[src/core/pf_consts.vh]
// Constants for the power factor underlimit protection stage
`ifndef PF_CONSTS_VH
`define PF_CONSTS_VH

// Processing step and clock
`define PF_CLK_PERIOD_NS 5
`define PF_STEP_NS 5000000
`define PF_STEP_CYCLES (`PF_STEP_NS / `PF_CLK_PERIOD_NS)

// Widths
`define PF_W 7
`define PF_DLY_W 19
`define PF_RATIO_W 12
`define PF_TS_W 32

// Register byte offsets
`define PF_REG_CTRL 8'h00
`define PF_REG_TRIP_THR 8'h04
`define PF_REG_ALARM_THR 8'h08
`define PF_REG_TRIP_DLY 8'h0C
`define PF_REG_ALARM_DLY 8'h10
`define PF_REG_REL_DLY 8'h14
`define PF_REG_STATUS 8'h18
`define PF_REG_TTA 8'h1C
`define PF_REG_TTT 8'h20
`define PF_REG_EXP_ALARM 8'h24
`define PF_REG_EXP_TRIP 8'h28
`define PF_REG_RATIO_TRIP 8'h2C
`define PF_REG_RATIO_ALARM 8'h30
`define PF_REG_EVT_SEL 8'h34
`define PF_REG_REC_IDX 8'h38
`define PF_REG_REC_PF 8'h3C
`define PF_REG_REC_INFO 8'h40

// Control register fields
`define PF_CTRL_MODE_LSB 0
`define PF_CTRL_ALARMS_BIT 4
`define PF_CTRL_FORCE_EN_BIT 8
`define PF_CTRL_FORCE_LSB 9
`define PF_CTRL_LN_VIS_BIT 12

// Function modes
`define PF_MODE_ON 3'h0
`define PF_MODE_BLOCKED 3'h1
`define PF_MODE_TEST 3'h2
`define PF_MODE_TEST_BLK 3'h3
`define PF_MODE_OFF 3'h4

// Condition codes
`define PF_ST_NORMAL 3'h0
`define PF_ST_START 3'h1
`define PF_ST_TRIP 3'h2
`define PF_ST_BLOCKED 3'h3
`define PF_ST_ALARM_START 3'h4
`define PF_ST_ALARM 3'h5

// Reset values and threshold clamp limits
`define PF_TRIP_THR_RST 7'h50
`define PF_ALARM_THR_RST 7'h5A
`define PF_THR_MIN 7'h05
`define PF_THR_MAX 7'h63
`define PF_TRIP_DLY_RST 19'h000C8
`define PF_ALARM_DLY_RST 19'h000C8
`define PF_REL_DLY_RST 19'h00001
`define PF_EVT_SEL_RST 20'hFFFFF

// Release hysteresis in percent of threshold
`define PF_HYST_PCT 7'h67

// History offsets in steps: -20 ms and -200 ms before newest sample
`define PF_PRE_TRIG_STEPS 6'h05
`define PF_PRE_FAULT_STEPS 6'h29
`define PF_REC_DEPTH 12

`endif

[src/core/pf_ratio_div.v]
// Restoring divider giving measured power factor over threshold, 0.01 units
`timescale 1ns/1ps
module pf_ratio_div (
    input wire clk_in,
    input wire rstn_in,
    input wire start_in,
    input wire [6:0] pf_in,
    input wire [6:0] thr_in,
    output reg [11:0] ratio_out
);
    reg [13:0] quo_q;
    reg [6:0] rem_q;
    reg [6:0] den_q;
    reg [3:0] cnt_q;
    wire [7:0] trial;
    wire take;

    // Next partial remainder and quotient bit
    assign trial = {rem_q, quo_q[13]};
    assign take = (trial >= {1'b0, den_q});

    // Dividend is pf*100 (up to 10000, so 14 bits); quotient keeps decimals
    always @(posedge clk_in or negedge rstn_in) begin
        if (!rstn_in) begin
            quo_q <= 14'h0000;
            rem_q <= 7'h00;
            den_q <= 7'h01;
            cnt_q <= 4'h0;
            ratio_out <= 12'h000;
        end else if (start_in) begin
            quo_q <= {7'h00, pf_in} * 14'h0064;
            rem_q <= 7'h00;
            den_q <= (thr_in == 7'h00) ? 7'h01 : thr_in; // Never divide by 0
            cnt_q <= 4'hE;
        end else if (cnt_q != 4'h0) begin
            rem_q <= take ? trial[6:0] - den_q : trial[6:0];
            quo_q <= {quo_q[12:0], take};
            cnt_q <= cnt_q - 4'h1;
            if (cnt_q == 4'h1) begin
                ratio_out <= {quo_q[10:0], take}; // At most 2000, fits
            end
        end
    end
endmodule // pf_ratio_div

[src/core/pf_record_store.v]
// Power factor history and circular store of the last twelve fault records
`timescale 1ns/1ps
`include "pf_consts.vh"
module pf_record_store (
    input wire clk_in,
    input wire rstn_in,
    input wire tick_in,
    input wire [6:0] pf_in,
    input wire wr_in,
    input wire [2:0] code_in,
    input wire [18:0] remain_in,
    input wire [3:0] rd_idx_in,
    output wire [20:0] rd_pf_out,
    output wire [22:0] rd_info_out,
    output wire [3:0] count_out
);
    reg [6:0] hist [0:63];
    reg [5:0] hptr_q;
    reg [5:0] hfill_q;
    reg [20:0] rec_pf [0:11];
    reg [21:0] rec_info [0:11];
    reg [3:0] wptr_q;
    reg [3:0] cnt_q;
    wire [5:0] pre_trig_idx;
    wire [5:0] pre_fault_idx;
    wire [6:0] pre_trig;
    wire [6:0] pre_fault;

    // Samples older than the history filled so far read as zero
    assign pre_trig_idx = hptr_q - `PF_PRE_TRIG_STEPS;
    assign pre_fault_idx = hptr_q - `PF_PRE_FAULT_STEPS;
    assign pre_trig = (hfill_q >= `PF_PRE_TRIG_STEPS) ?
        hist[pre_trig_idx] : 7'h00;
    assign pre_fault = (hfill_q >= `PF_PRE_FAULT_STEPS) ?
        hist[pre_fault_idx] : 7'h00;

    // One history entry per 5 ms step
    always @(posedge clk_in) begin
        if (tick_in) begin
            hist[hptr_q] <= pf_in;
        end
    end

    always @(posedge clk_in or negedge rstn_in) begin
        if (!rstn_in) begin
            hptr_q <= 6'h00;
            hfill_q <= 6'h00;
        end else if (tick_in) begin
            hptr_q <= hptr_q + 6'h01;
            if (hfill_q != 6'h3F) begin
                hfill_q <= hfill_q + 6'h01;
            end
        end
    end

    // Record write: oldest entry is overwritten once twelve are held
    always @(posedge clk_in) begin
        if (wr_in) begin
            rec_pf[wptr_q] <= {pre_fault, pf_in, pre_trig};
            rec_info[wptr_q] <= {code_in, remain_in};
        end
    end

    always @(posedge clk_in or negedge rstn_in) begin
        if (!rstn_in) begin
            wptr_q <= 4'h0;
            cnt_q <= 4'h0;
        end else if (wr_in) begin
            wptr_q <= (wptr_q == 4'hB) ? 4'h0 : wptr_q + 4'h1;
            if (cnt_q != 4'hC) begin
                cnt_q <= cnt_q + 4'h1;
            end
        end
    end

    // Index 0 is the newest record
    wire [4:0] rsel = {1'b0, wptr_q} + 5'h0B - {1'b0, rd_idx_in};
    wire [3:0] ridx = (rsel >= 5'h0C) ? rsel[3:0] - 4'hC : rsel[3:0];
    wire rvalid = rd_idx_in < cnt_q;
    assign rd_pf_out = rvalid ? rec_pf[ridx] : 21'h000000;
    assign rd_info_out = {rvalid, rvalid ? rec_info[ridx] : 22'h000000};
    assign count_out = cnt_q;
endmodule // pf_record_store

[src/core/pf_underlimit.v]
// Power factor underlimit protection stage with Avalon-MM register slave
`timescale 1ns/1ps
`include "pf_consts.vh"
module pf_underlimit #(
    parameter STEP_CYCLES = `PF_STEP_CYCLES
) (
    input wire clk_in,
    input wire rstn_in,
    input wire [6:0] three_phase_pf_input_in,
    input wire block_in,
    input wire [7:0] avs_address_in,
    input wire avs_read_in,
    input wire avs_write_in,
    input wire [31:0] avs_writedata_in,
    output reg [31:0] avs_readdata_out,
    output reg avs_waitrequest_out,
    output reg start_out,
    output reg trip_out,
    output reg alarm_start_out,
    output reg alarm_out,
    output reg blocked_out,
    output reg [2:0] condition_out,
    output reg pf_event_block_valid_out,
    output reg [3:0] pf_event_block_code_out,
    output reg [31:0] pf_event_block_time_out
);
    ////////////////////////////////////////////////////////////////////////
    // Declarations
    reg [31:0] step_cnt_q;
    reg tick_q;
    reg [31:0] stamp_q;
    reg [2:0] mode_q;
    reg alarms_en_q;
    reg force_en_q;
    reg [2:0] force_q;
    reg ln_vis_q;
    reg [6:0] trip_thr_q;
    reg [6:0] alarm_thr_q;
    reg [18:0] trip_dly_q;
    reg [18:0] alarm_dly_q;
    reg [18:0] rel_dly_q;
    reg [19:0] evt_sel_q;
    reg [3:0] rec_idx_q;
    reg [6:0] pf_q;
    reg pu_trip_q;
    reg pu_alarm_q;
    reg [18:0] top_cnt_q;
    reg [18:0] aop_cnt_q;
    reg [18:0] trel_cnt_q;
    reg [18:0] arel_cnt_q;
    reg [9:0] evt_pend_q;
    reg [4:0] prev_q;
    reg rec_wr_q;
    reg [2:0] rec_code_q;
    reg [2:0] cond_d;
    reg [31:0] rdata_d;
    reg [3:0] evt_code_d;
    integer i;
    wire [11:0] ratio_trip;
    wire [11:0] ratio_alarm;
    wire [20:0] rec_pf;
    wire [22:0] rec_info;
    wire [3:0] rec_cnt;
    wire blk_mode;
    wire run_mode;
    wire pu_trip_d;
    wire pu_alarm_d;
    wire blk_now;
    wire [4:0] cur_out;
    wire acc;

    // Pickup below threshold, release above 103 percent of it
    function pickup;
        input was_up;
        input [6:0] pf;
        input [6:0] thr;
        begin
            if (was_up) begin
                pickup = !({7'h00, pf} * 14'h0064 >
                    {7'h00, thr} * {7'h00, `PF_HYST_PCT});
            end else begin
                pickup = pf < thr;
            end
        end
    endfunction

    // Threshold writes outside 0.05..0.99 are clamped into range
    function [6:0] clamp_thr;
        input [6:0] v;
        begin
            if (v < `PF_THR_MIN) begin
                clamp_thr = `PF_THR_MIN;
            end else if (v > `PF_THR_MAX) begin
                clamp_thr = `PF_THR_MAX;
            end else begin
                clamp_thr = v;
            end
        end
    endfunction

    ////////////////////////////////////////////////////////////////////////
    // Processing step: one tick every 5 ms, plus a free time stamp
    always @(posedge clk_in or negedge rstn_in) begin
        if (!rstn_in) begin
            step_cnt_q <= 32'h00000000;
            tick_q <= 1'b0;
            stamp_q <= 32'h00000000;
        end else begin
            tick_q <= (step_cnt_q == STEP_CYCLES - 1);
            if (step_cnt_q == STEP_CYCLES - 1) begin
                step_cnt_q <= 32'h00000000;
                stamp_q <= stamp_q + 32'h00000001;
            end else begin
                step_cnt_q <= step_cnt_q + 32'h00000001;
            end
        end
    end

    ////////////////////////////////////////////////////////////////////////
    // Pickup decisions for the present sample
    assign blk_mode = (mode_q == `PF_MODE_BLOCKED) ||
        (mode_q == `PF_MODE_TEST_BLK);
    assign run_mode = (mode_q != `PF_MODE_OFF);
    assign pu_trip_d = run_mode &&
        pickup(pu_trip_q, three_phase_pf_input_in, trip_thr_q);
    assign pu_alarm_d = run_mode && alarms_en_q &&
        pickup(pu_alarm_q, three_phase_pf_input_in, alarm_thr_q);
    assign blk_now = block_in || blk_mode;
    assign cur_out = {alarm_out, alarm_start_out, trip_out, start_out,
        blocked_out};

    // Definite time stages; release delay restarts operate timing
    always @(posedge clk_in or negedge rstn_in) begin
        if (!rstn_in) begin
            pf_q <= 7'h00;
            pu_trip_q <= 1'b0;
            pu_alarm_q <= 1'b0;
            top_cnt_q <= 19'h00000;
            aop_cnt_q <= 19'h00000;
            trel_cnt_q <= 19'h00000;
            arel_cnt_q <= 19'h00000;
            start_out <= 1'b0;
            trip_out <= 1'b0;
            alarm_start_out <= 1'b0;
            alarm_out <= 1'b0;
            blocked_out <= 1'b0;
        end else if (tick_q) begin
            pf_q <= three_phase_pf_input_in;
            pu_trip_q <= pu_trip_d;
            pu_alarm_q <= pu_alarm_d;
            // Block sampled at step start wins over start
            blocked_out <= (pu_trip_d || pu_alarm_d) && blk_now;
            start_out <= pu_trip_d && !blk_now;
            alarm_start_out <= pu_alarm_d && !blk_now;
            if (pu_trip_d && !blk_now) begin
                trel_cnt_q <= 19'h00000;
                if (top_cnt_q < trip_dly_q) begin
                    top_cnt_q <= top_cnt_q + 19'h00001;
                end
                trip_out <= (top_cnt_q + 19'h00001 >= trip_dly_q);
            end else if (trel_cnt_q + 19'h00001 >= rel_dly_q) begin
                trel_cnt_q <= 19'h00000;
                top_cnt_q <= 19'h00000;
                trip_out <= 1'b0;
            end else begin
                trel_cnt_q <= trel_cnt_q + 19'h00001;
            end
            if (pu_alarm_d && !blk_now) begin
                arel_cnt_q <= 19'h00000;
                if (aop_cnt_q < alarm_dly_q) begin
                    aop_cnt_q <= aop_cnt_q + 19'h00001;
                end
                alarm_out <= (aop_cnt_q + 19'h00001 >= alarm_dly_q);
            end else if (arel_cnt_q + 19'h00001 >= rel_dly_q) begin
                arel_cnt_q <= 19'h00000;
                aop_cnt_q <= 19'h00000;
                alarm_out <= 1'b0;
            end else begin
                arel_cnt_q <= arel_cnt_q + 19'h00001;
            end
        end
    end

    ////////////////////////////////////////////////////////////////////////
    // Reported condition: forcing first, then trip before alarm
    always @* begin
        if (force_en_q) begin
            cond_d = force_q;
        end else if (trip_out) begin
            cond_d = `PF_ST_TRIP;
        end else if (alarm_out) begin
            cond_d = `PF_ST_ALARM;
        end else if (start_out) begin
            cond_d = `PF_ST_START;
        end else if (alarm_start_out) begin
            cond_d = `PF_ST_ALARM_START;
        end else if (blocked_out) begin
            cond_d = `PF_ST_BLOCKED;
        end else begin
            cond_d = `PF_ST_NORMAL;
        end
    end

    always @(posedge clk_in or negedge rstn_in) begin
        if (!rstn_in) begin
            condition_out <= `PF_ST_NORMAL;
        end else begin
            condition_out <= cond_d;
        end
    end

    ////////////////////////////////////////////////////////////////////////
    // Events: edges captured after each step, emitted one per cycle
    // Code = 2*source + (0 ON, 1 OFF); source 0 block .. 4 alarm
    always @* begin
        evt_code_d = 4'h0;
        for (i = 9; i >= 0; i = i - 1) begin
            if (evt_pend_q[i]) begin
                evt_code_d = i[3:0];
            end
        end
    end

    always @(posedge clk_in or negedge rstn_in) begin
        if (!rstn_in) begin
            evt_pend_q <= 10'h000;
            prev_q <= 5'h00;
            pf_event_block_valid_out <= 1'b0;
            pf_event_block_code_out <= 4'h0;
            pf_event_block_time_out <= 32'h00000000;
            rec_wr_q <= 1'b0;
            rec_code_q <= `PF_ST_NORMAL;
        end else begin
            prev_q <= cur_out;
            rec_wr_q <= 1'b0;
            pf_event_block_valid_out <= (evt_pend_q != 10'h000);
            pf_event_block_code_out <= evt_code_d;
            pf_event_block_time_out <= stamp_q;
            for (i = 0; i < 5; i = i + 1) begin
                // New edges win over the clear of the one being sent
                evt_pend_q[2*i] <= (evt_pend_q[2*i] &&
                    !(evt_code_d == 2*i)) || (cur_out[i] && !prev_q[i] &&
                    evt_sel_q[2*i]);
                evt_pend_q[2*i+1] <= (evt_pend_q[2*i+1] &&
                    !(evt_code_d == 2*i+1)) || (!cur_out[i] && prev_q[i] &&
                    evt_sel_q[2*i+1]);
            end
            // Record on ON of trip, start or blocked
            if (trip_out && !prev_q[2]) begin
                rec_wr_q <= 1'b1;
                rec_code_q <= `PF_ST_TRIP;
            end else if (start_out && !prev_q[1]) begin
                rec_wr_q <= 1'b1;
                rec_code_q <= `PF_ST_START;
            end else if (blocked_out && !prev_q[0]) begin
                rec_wr_q <= 1'b1;
                rec_code_q <= `PF_ST_BLOCKED;
            end
        end
    end

    pf_record_store u_store (
        .clk_in(clk_in),
        .rstn_in(rstn_in),
        .tick_in(tick_q),
        .pf_in(pf_q),
        .wr_in(rec_wr_q),
        .code_in(rec_code_q),
        .remain_in(trip_dly_q - top_cnt_q),
        .rd_idx_in(rec_idx_q),
        .rd_pf_out(rec_pf),
        .rd_info_out(rec_info),
        .count_out(rec_cnt)
    );

    ////////////////////////////////////////////////////////////////////////
    // Ratios recomputed each step from the live thresholds
    pf_ratio_div u_div_trip (
        .clk_in(clk_in),
        .rstn_in(rstn_in),
        .start_in(tick_q),
        .pf_in(three_phase_pf_input_in),
        .thr_in(trip_thr_q),
        .ratio_out(ratio_trip)
    );

    pf_ratio_div u_div_alarm (
        .clk_in(clk_in),
        .rstn_in(rstn_in),
        .start_in(tick_q),
        .pf_in(three_phase_pf_input_in),
        .thr_in(alarm_thr_q),
        .ratio_out(ratio_alarm)
    );

    ////////////////////////////////////////////////////////////////////////
    // Avalon-MM slave: one wait cycle, then the answer
    assign acc = (avs_read_in || avs_write_in) && !avs_waitrequest_out;

    always @* begin
        rdata_d = 32'h00000000;
        case (avs_address_in)
            `PF_REG_CTRL: begin
                rdata_d = {19'h00000, ln_vis_q, force_q, force_en_q,
                    3'h0, alarms_en_q, 1'b0, mode_q};
            end
            `PF_REG_TRIP_THR: rdata_d = {25'h0000000, trip_thr_q};
            `PF_REG_ALARM_THR: rdata_d = {25'h0000000, alarm_thr_q};
            `PF_REG_TRIP_DLY: rdata_d = {13'h0000, trip_dly_q};
            `PF_REG_ALARM_DLY: rdata_d = {13'h0000, alarm_dly_q};
            `PF_REG_REL_DLY: rdata_d = {13'h0000, rel_dly_q};
            `PF_REG_STATUS: begin
                rdata_d = {16'h0000, 1'b0, ln_vis_q ? mode_q : 3'h0,
                    1'b0, condition_out, 3'h0, cur_out};
            end
            `PF_REG_TTA: begin
                rdata_d = {13'h0000, alarm_start_out ?
                    alarm_dly_q - aop_cnt_q : 19'h00000};
            end
            `PF_REG_TTT: begin
                rdata_d = {{12{1'b0}}, start_out ? {1'b0, trip_dly_q} -
                    {1'b0, top_cnt_q} : 20'h00000};
                rdata_d[31:20] = {12{rdata_d[19]}};
            end
            `PF_REG_EXP_ALARM: rdata_d = {13'h0000, alarm_dly_q};
            `PF_REG_EXP_TRIP: rdata_d = {13'h0000, trip_dly_q};
            `PF_REG_RATIO_TRIP: rdata_d = {20'h00000, ratio_trip};
            `PF_REG_RATIO_ALARM: rdata_d = {20'h00000, ratio_alarm};
            `PF_REG_EVT_SEL: rdata_d = {12'h000, evt_sel_q};
            `PF_REG_REC_IDX: rdata_d = {24'h000000, rec_cnt, rec_idx_q};
            `PF_REG_REC_PF: rdata_d = {11'h000, rec_pf};
            `PF_REG_REC_INFO: rdata_d = {9'h000, rec_info};
            default: rdata_d = 32'h00000000;
        endcase
    end

    // Thresholds and delays take effect at the next step
    always @(posedge clk_in or negedge rstn_in) begin
        if (!rstn_in) begin
            avs_waitrequest_out <= 1'b1;
            avs_readdata_out <= 32'h00000000;
            mode_q <= `PF_MODE_ON;
            alarms_en_q <= 1'b1;
            force_en_q <= 1'b0;
            force_q <= `PF_ST_NORMAL;
            ln_vis_q <= 1'b0;
            trip_thr_q <= `PF_TRIP_THR_RST;
            alarm_thr_q <= `PF_ALARM_THR_RST;
            trip_dly_q <= `PF_TRIP_DLY_RST;
            alarm_dly_q <= `PF_ALARM_DLY_RST;
            rel_dly_q <= `PF_REL_DLY_RST;
            evt_sel_q <= `PF_EVT_SEL_RST;
            rec_idx_q <= 4'h0;
        end else begin
            avs_waitrequest_out <= !((avs_read_in || avs_write_in) &&
                avs_waitrequest_out);
            if (avs_read_in && avs_waitrequest_out) begin
                avs_readdata_out <= rdata_d;
            end
            if (acc && avs_write_in) begin
                case (avs_address_in)
                    `PF_REG_CTRL: begin
                        mode_q <= (avs_writedata_in[2:0] > `PF_MODE_OFF) ?
                            `PF_MODE_OFF : avs_writedata_in[2:0];
                        alarms_en_q <= avs_writedata_in[`PF_CTRL_ALARMS_BIT];
                        force_en_q <= avs_writedata_in[`PF_CTRL_FORCE_EN_BIT];
                        force_q <= (avs_writedata_in[11:9] > `PF_ST_ALARM) ?
                            `PF_ST_NORMAL : avs_writedata_in[11:9];
                        ln_vis_q <= avs_writedata_in[`PF_CTRL_LN_VIS_BIT];
                    end
                    `PF_REG_TRIP_THR: begin
                        trip_thr_q <= clamp_thr(avs_writedata_in[6:0]);
                    end
                    `PF_REG_ALARM_THR: begin
                        alarm_thr_q <= clamp_thr(avs_writedata_in[6:0]);
                    end
                    `PF_REG_TRIP_DLY: trip_dly_q <= avs_writedata_in[18:0];
                    `PF_REG_ALARM_DLY: alarm_dly_q <= avs_writedata_in[18:0];
                    `PF_REG_REL_DLY: rel_dly_q <= avs_writedata_in[18:0];
                    `PF_REG_EVT_SEL: evt_sel_q <= avs_writedata_in[19:0];
                    `PF_REG_REC_IDX: rec_idx_q <= avs_writedata_in[3:0];
                    default: begin
                    end
                endcase
            end
        end
    end
endmodule // pf_underlimit

[config.mk]
export PLATFORM = sky130hd
export DESIGN_NAME = pf_underlimit
export DESIGN_NICKNAME = d
export VERILOG_FILES = /design/src/core/pf_ratio_div.v /design/src/core/pf_record_store.v /design/src/core/pf_underlimit.v
export VERILOG_INCLUDE_DIRS = /design/src /design/src/core
export SDC_FILE = /design/constraint.sdc
export NUM_CORES = 2
export LEC_CHECK = 0
export ABC_AREA = 1
export BUFFER_PORTS_ARGS = -buffer_cell sky130_fd_sc_hd__buf_4
export CORE_AREA = 3 3 347 349
export CTS_BUF_LIST = sky130_fd_sc_hd__clkbuf_8
export CTS_CLUSTER_SIZE = 14
export DETAILED_ROUTE_END_ITERATION = 8
export DIE_AREA = 0 0 350 352
export PLACE_DENSITY = 0.76
export REMOVE_ABC_BUFFERS = 1
export SETUP_SLACK_MARGIN = 0.3
export SYNTH_ARGS = -nofsm -noshare
export SYNTH_HDL_FRONTEND = slang
export SYNTH_SLANG_ARGS = --single-unit
[constraint.sdc]
create_clock -name clk_in -period 4.83 [get_ports clk_in]
set_input_delay 0.2415 -clock clk_in [delete_from_list [all_inputs] [get_ports clk_in]]
set_output_delay 0.2415 -clock clk_in [all_outputs]
set_load 0.02 [all_outputs]
# After elaboration in Yosys (flattened, before gate mapping)

Memories as Yosys holds them, arrays and structs flattened.
Cells that the tools add are included.

Add/sub/neg operators: 22
Multiply operators: 3
$lt $le $gt $ge: 20
Equality and inequality tests: 36
Muxes and demuxes: 73
Bitwise operators: 1
Reduce and logical (&&, ||, !) cells: 109

Operator list:

| cell                    | number |
|---|---|
| $pmux W32 S15           | 1 |
| $mux W19                | 11 |
| $mux W7                 | 12 |
| $add A19 B1 Y19 const B | 4 |
| $ge A19 B19 Y1          | 4 |
| $add A32 B1 Y32 const B | 2 |
| $eq A8 B6 Y1 const B    | 8 |
| $mux W4                 | 16 |
| $mux W14                | 4 |
| $logic_and A1 B1 Y1     | 40 |
| $lt A19 B19 Y1          | 2 |
| $sub A19 B19 Y19        | 2 |
| $mux W3                 | 11 |
| $eq A32 B20 Y1 const B  | 1 |
| $eq A8 B5 Y1 const B    | 4 |
| $mux W32                | 1 |
| $gt A14 B14 Y1          | 2 |
| $mul A7 B7 Y14 const B  | 2 |
| $logic_not A1 Y1        | 25 |
| $reduce_and A2 Y1       | 12 |
| $mux W22                | 1 |
| $mux W21                | 1 |
| $mux W20                | 1 |
| $sub A19 B19 Y20        | 1 |
| other kinds (45)        | 96 |

Bits in registers: 459
Memory bits (writable): 964
Bits of input ports: 52
Output and inout port bits: 78
Word-level logic and storage cells: 318
Memories kept: 3

Memory list:

| memory           | words | bits a word | rd ports | clocked after memory_dff | wr ports | line                 | RTL |
|---|---|---|---|---|---|---|---|
| u_store.hist     | 64    | 7           | 2        | 0                        | 1        | pf_record_store.v:17 | `reg [6:0] hist [0:63];` |
| u_store.rec_info | 12    | 22          | 1        | 0                        | 1        | pf_record_store.v:21 | `reg [21:0] rec_info [0:11];` |
| u_store.rec_pf   | 12    | 21          | 1        | 0                        | 1        | pf_record_store.v:20 | `reg [20:0] rec_pf [0:11];` |

# Depth between registers and ports, before layout

Depth in word-level cells: 14
Depth in mapped cells: 31
Mapped depth without buffers: 30

# Modules after synthesis

From an unflattened synthesis, not the netlist that was laid out.

Cell total of the unflattened synthesis: 8055
Area total of the unflattened synthesis: 74206.2 sq um

By module, submodules not included:

| module          | times used | cells each | area each (sq um) | sequential area each (sq um) |
|---|---|---|---|---|
| pf_record_store | 1          | 3954       | 42976.2           | 29448.2 |
| pf_underlimit   | 1          | 3421       | 25456.9           | 8602.0 |
| pf_ratio_div    | 2          | 340        | 2886.5            | 1102.3 |

# Least setup slack after synthesis

No wires, ideal clock.

Path kind: register to register
From: register trip_thr_q[4]
To: register top_cnt_q[14]
Library setup time: 0.117 ns
Arrival time: 4.945 ns
Data required time: 4.713 ns
Path slack: -0.232 ns
Cell stages (with the launch flop): 31
Path buffers: 1
Period minus slack after synthesis: 5.062 ns
Cell sequence: dfstp_2 inv_1 ha_1 ha_1 inv_1 fa_1 fa_1 inv_1 ha_1 inv_1 nor3_1 a21oi_1 o21ai_0 a21oi_1 nor2_1 nor2_1 xor2_1 ha_1 nand2_1 inv_1 nand3_1 inv_1 a21oi_1 nand2_1 nand3_1 nand4_1 nand2_1 nand3_2 buf_6 nand2_1 nand2_1

Longest elaborated chain between the ends: 8
Elaborated cells between the ends (all ways): 11
Classes of those cells: mul: 1; order compare: 2; eq/ne: 1; mux: 2; reduce/logical: 5

RTL lines:

| item                                                         | line                | RTL |
|---|---|---|
| start: declaration                                           | pf_underlimit.v:37  | `reg [6:0] trip_thr_q;` |
| start signal: assignment                                     | pf_underlimit.v:347 | `` trip_thr_q <= `PF_TRIP_THR_RST; `` |
| start signal: assignment                                     | pf_underlimit.v:372 | `trip_thr_q <= clamp_thr(avs_writedata_in[6:0]);` |
| $mul A7 B7 Y14                                               | pf_underlimit.v:80  | `` {7'h00, thr} * {7'h00, `PF_HYST_PCT}); `` |
| $gt A14 B14 Y1                                               | pf_underlimit.v:79  | `pickup = !({7'h00, pf} * 14'h0064 >` |
| $logic_not A1 Y1                                             | pf_underlimit.v:79  |  |
| $mux W1 *                                                    | pf_underlimit.v:78  | `if (was_up) begin` |
| $logic_and A1 B1 Y1 *                                        | pf_underlimit.v:124 | `assign pu_trip_d = run_mode &&` |
| $logic_and A1 B1 Y1 *                                        | pf_underlimit.v:155 | `if (pu_trip_d && !blk_now) begin` |
| $ne A2 B1 Y1 (no line) or $reduce_bool A2 Y1 (tied branches) | --                  |  |
| $reduce_and A3 Y1 (no line)                                  | --                  |  |
| end signal: assignment                                       | pf_underlimit.v:158 | `top_cnt_q <= top_cnt_q + 19'h00001;` |
| end: declaration                                             | pf_underlimit.v:47  | `reg [18:0] top_cnt_q;` |

Mark *: on every way between the ends. The rest lies on a longest branch, timed or not.
A chain may end at the register's enable or synchronous reset.

# Worst setup path after layout

From: register trip_thr_q[4]
To: register top_cnt_q[3]

The elaborated chain is that of the path after synthesis.

==> impl_metrics.csv <==
group,metric,value,unit
global_routing,grt_max_degree,217,
critical_path,worst-endpoint-arrival,6.13,ns
final_layout,drive_gt1_share,12.1,%
placed_design,dpl_worst_slack,-1.05,ns
clock_tree,tritoncts,"built",
clock_tree,cts_buffers,219,
timing,period_minus_slack,5.36,ns
critical_path,worstReg2RegEnd,"top_cnt_q[3]",
hold_path,hold_path_class,"in -> reg",
run_status,status,"complete, but fails checks",
final_layout,syn2layout_area_growth,13.1,%
power,leakagePower,33.8,nW
critical_path,max_stage_delay,0.56,ns
critical_path,startpoint_type,"flop",
timing,worstMarginPinSlew,1.35,ns
critical_path,timing.rr.start,"trip_thr_q[4]",
global_routing,antenna_found_initial,5,
drt,drt-wirelength-per-cell,21.5,µm
flow_run,maxCapViolations,0,
timing,relSlewSlack,9.57,%
critical_path,r2r_slack,-0.53,ns
timing,rsz0062_at_grt,"yes",
power,vdd_drop_max,0.272,mV
global_routing,grt_pass1_wl,298000,µm
drt,routed_wl,195000,µm
clock_tree,cts.sinks,1401,
synth,async_flop_share,32.0,%
final_layout,fin_util,66.5,%
timing,timing.final.ws_setup,-0.526,ns
clock_tree,clockBufferDepth,3,
synth,syn_area,0.0692,mm²
synth,yosysSeqAreaShare,57.6,%
floorplan,core,0.118,mm²
synth,yosysTopAreaCell,"edfxtp_1",
placed_design,dp_hpwl,126000,µm
synth,synth_top_area_share,41.3,%
clock_tree,clkTransAtPathRegs,0.07,ns
timing,setup_violations,81,
global_routing,grt_pass1_vias,51900,
placed_design,numPortBuffers,117,
critical_path,crit_end,"top_cnt_q[3]",
drt,drt-initial-drc-count,6252,
global_routing,grt_overflow,0,
clock_tree,htree_num_levels,4,
floorplan,rows,126,
synth,ys_ff_latch,1401,
critical_path,crit_path_end_kind,"flop",
synth,yosysUniqueCellTypes,64,
critical_path,critical_path_required,5.61,ns
power,finalPower,27.4,mW
final_layout,nNetsFinal,7699,
floorplan,initial_utilization,58.8,%
drt,drt_first_pass_iters,6,
run_status,violations,"negative setup slack",
critical_path,rr_worst_depth,31,
drt,vias,54100,
critical_path,crit_slowest_cell,"dfstp_2",
synth,synth-edff-count,952,
synth,yosysWarnings,0,
synth,synthCells,7032,
critical_path,critical_path.max_fanout,5,
drt,drc_errors,0,
synth,synth_area_per_cell,9.85,µm²
timing,hold_viol,0,
timing,fin_crit_sh,111,%
clock_tree,clk_latency,0.92,ns
timing,slew_violations,0,
drt,ant_nets,0,
critical_path,crit_start,"trip_thr_q[4]",
floorplan,die_area,0.123,mm²
synth,synth_ff_type,"edfxtp_1",
placed_design,gp_congestion,0.977,
final_layout,fillers,9027,
floorplan,die_y,352,µm
floorplan,die_w,350,µm
global_routing,grt.total_usage,31.1,%
power,pwr_density_cell,350,mW/mm²
floorplan,io_pins,130,
timing,fin_skew,0.0491,ns
timing,max_freq,0.187,GHz
synth,ys_top_cells_by_area,"edfxtp_1, dfrtp_1, nand2_1, ha_1, o21ai_0",
clock_tree,cts-root-buf,"clkbuf_8",
drt,routed_via_density,5.98,
critical_path,worstSetupPathType,"reg -> reg",
-- where the power goes --
group          switching [mW]  internal, mW
sequential             0.0378          12.9
combinational            2.69          1.99
clock                    4.70          5.10
-- cell type report --
| cell class | instances | area [µm²] | share of cell area [%] |
|---|---|---|---|
| timing repair buffer | 365 | 3230 | 4.12 |
| inverter | 601 | 2280 | 2.91 |
| antenna | 4 | 10.0 | 0.0128 |
| sequential | 1401 | 39900 | 50.9 |
| clock inverter | 156 | 895 | 1.14 |
| tap | 1536 | 1920 | 2.45 |
| multi-input combinational | 4729 | 26700 | 34.1 |
| clock buffer | 247 | 3400 | 4.34 |
-- stage by stage --
step | cell area [µm²] | hold WS [ns] | TNS [ns] | instances
final | 78300 | 0.145 | -29.35 | 9039
after global routing | 78300 | 0.126 | -46.93 | 9037
after CTS | 78000 | 0.0475 | -21.94 | 9031
after detailed placement | 72300 | 0.318 | -58.66 | 8569
after global placement | 72300 | 0.314 | -46.14 | 8569
after floorplan | 67800 | -0.0541 | -1596.50 | 6728
-- what timing repair did --
item,CTS,global route
setup buffers,16,3
hold endpoints to repair,281,0
pin swaps,75,53
setup endpoints to repair,83,83
hold buffers,36,0
resized for setup,155,89
cloned,7,1
-- Yosys cell counts, types with 7 or more instances --
library cell,n
inv_1,578
a21oi_1,349
o22ai_1,89
dfstp_2,37
nor3_2,10
ha_1,305
xnor2_1,28
o21bai_1,9
o21ai_0,509
nor4_1,23
xor2_1,143
a31oi_1,17
nor3_1,73
clkbuf_1,135
a22oi_1,59
o221ai_1,13
buf_2,121
inv_2,16
nor2_2,15
buf_1,14
nand4_1,133
nand2_1,1692
nor2_1,523
nand2_2,7
nand3b_1,10
dfrtp_1,412
o211ai_1,110
edfxtp_1,952
a32o_1,43
o21ai_1,8
a22o_1,16
fa_1,25
and2_1,7
buf_4,25
o22a_1,9
nand3_1,441
buf_6,9
-- worst min-delay path by stage --
stage | from | end | slack [ns] | depth (start not counted)
2_1_floorplan | rstn_in | alarm_dly_q[0] | -0.05 | 0
3_3_place_gp | rstn_in | trel_cnt_q[9] | 0.31 | 1
3_5_place_dp | rstn_in | trel_cnt_q[9] | 0.32 | 1
4_1_cts | avs_writedata_in[8] | force_en_q | 0.05 | 4
5_1_grt | avs_writedata_in[8] | force_en_q | 0.13 | 4
6_report | avs_writedata_in[8] | force_en_q | 0.15 | 4
-- logic make-up after synthesis --
| family | Yosys count | share of synthesized area (%) |
|---|---|---|
| AOI/OAI and AO/OA | 1265 | 10.6 |
| muxes | 3 | 0.0470 |
| xor gates and xnor gates | 172 | 2.19 |
| adders and majority gates | 330 | 6.24 |
| and+or+nand+nor | 2956 | 17.9 |
| buffers and inverters | 905 | 5.36 |
| DFF | 1401 | 57.6 |
-- sequential cells by signal, summed over array words and instances, names as in the netlist, 10 cells and up --
register	count
u_store.hist	448
avs_readdata_out	23
u_store.rec_pf	252
stamp_q	32
alarm_dly_q	19
u_store.rec_info	252
u_div_alarm.ratio_out	12
trel_cnt_q	19
evt_pend_q	10
step_cnt_q	32
evt_sel_q	20
trip_dly_q	19
u_div_trip.ratio_out	12
top_cnt_q	19
u_div_trip.quo_q	14
u_div_alarm.quo_q	14
arel_cnt_q	19
pf_event_block_time_out	32
rel_dly_q	19
aop_cnt_q	19
-- worst max-delay path, delay by kind of cell, from the launching register on --
| family | cells | cell delay, ns |
|---|---|---|
| adder cells (fa/ha/maj) | 6 | 2.00 |
| buffers and inverters | 6 | 0.56 |
| XOR/XNOR | 1 | 0.17 |
| flip-flops | 1 | 0.56 |
| AND/OR/NAND/NOR | 11 | 1.18 |
| AO/OA/AOI/OAI | 7 | 0.79 |
-- routing by layer --
| layer | vias up | routed length (µm) | GRT usage, % |
|---|---|---|---|
| met1 | 26000 | 78100 | 42.8 |
| li1 | 25000 | - | - |
| met2 | 2618 | 90900 | 49.3 |
| met3 | 491 | 17000 | 5.25 |
| met4 | 4 | 8540 | 13.0 |
| met5 | - | 23 | 0 |
-- layout by cell type, fill, tap and decap left out, drive strengths merged, types with 5 or more instances in the layout --
cell / count
nand2: 1699
edfxtp: 952
inv: 679
nor2: 540
o21ai: 518
nand3: 450
dfrtp: 412
a21oi: 350
buf: 329
ha: 305
clkbuf: 248
xor2: 144
nand4: 134
o211ai: 110
o22ai: 89
nor3: 83
clkinv: 68
a22oi: 59
a32o: 43
dfstp: 37
dlygate4sd3: 35
xnor2: 28
fa: 25
nor4: 24
a31oi: 17
a22o: 16
o221ai: 13
nand3b: 10
o21bai: 9
o22a: 9
bufinv: 8
and2: 7
a21o: 6
or2: 6
o21a: 5
a211oi: 5
a32oi: 5
No activity file was read; power rests on OpenSTA's default activity.
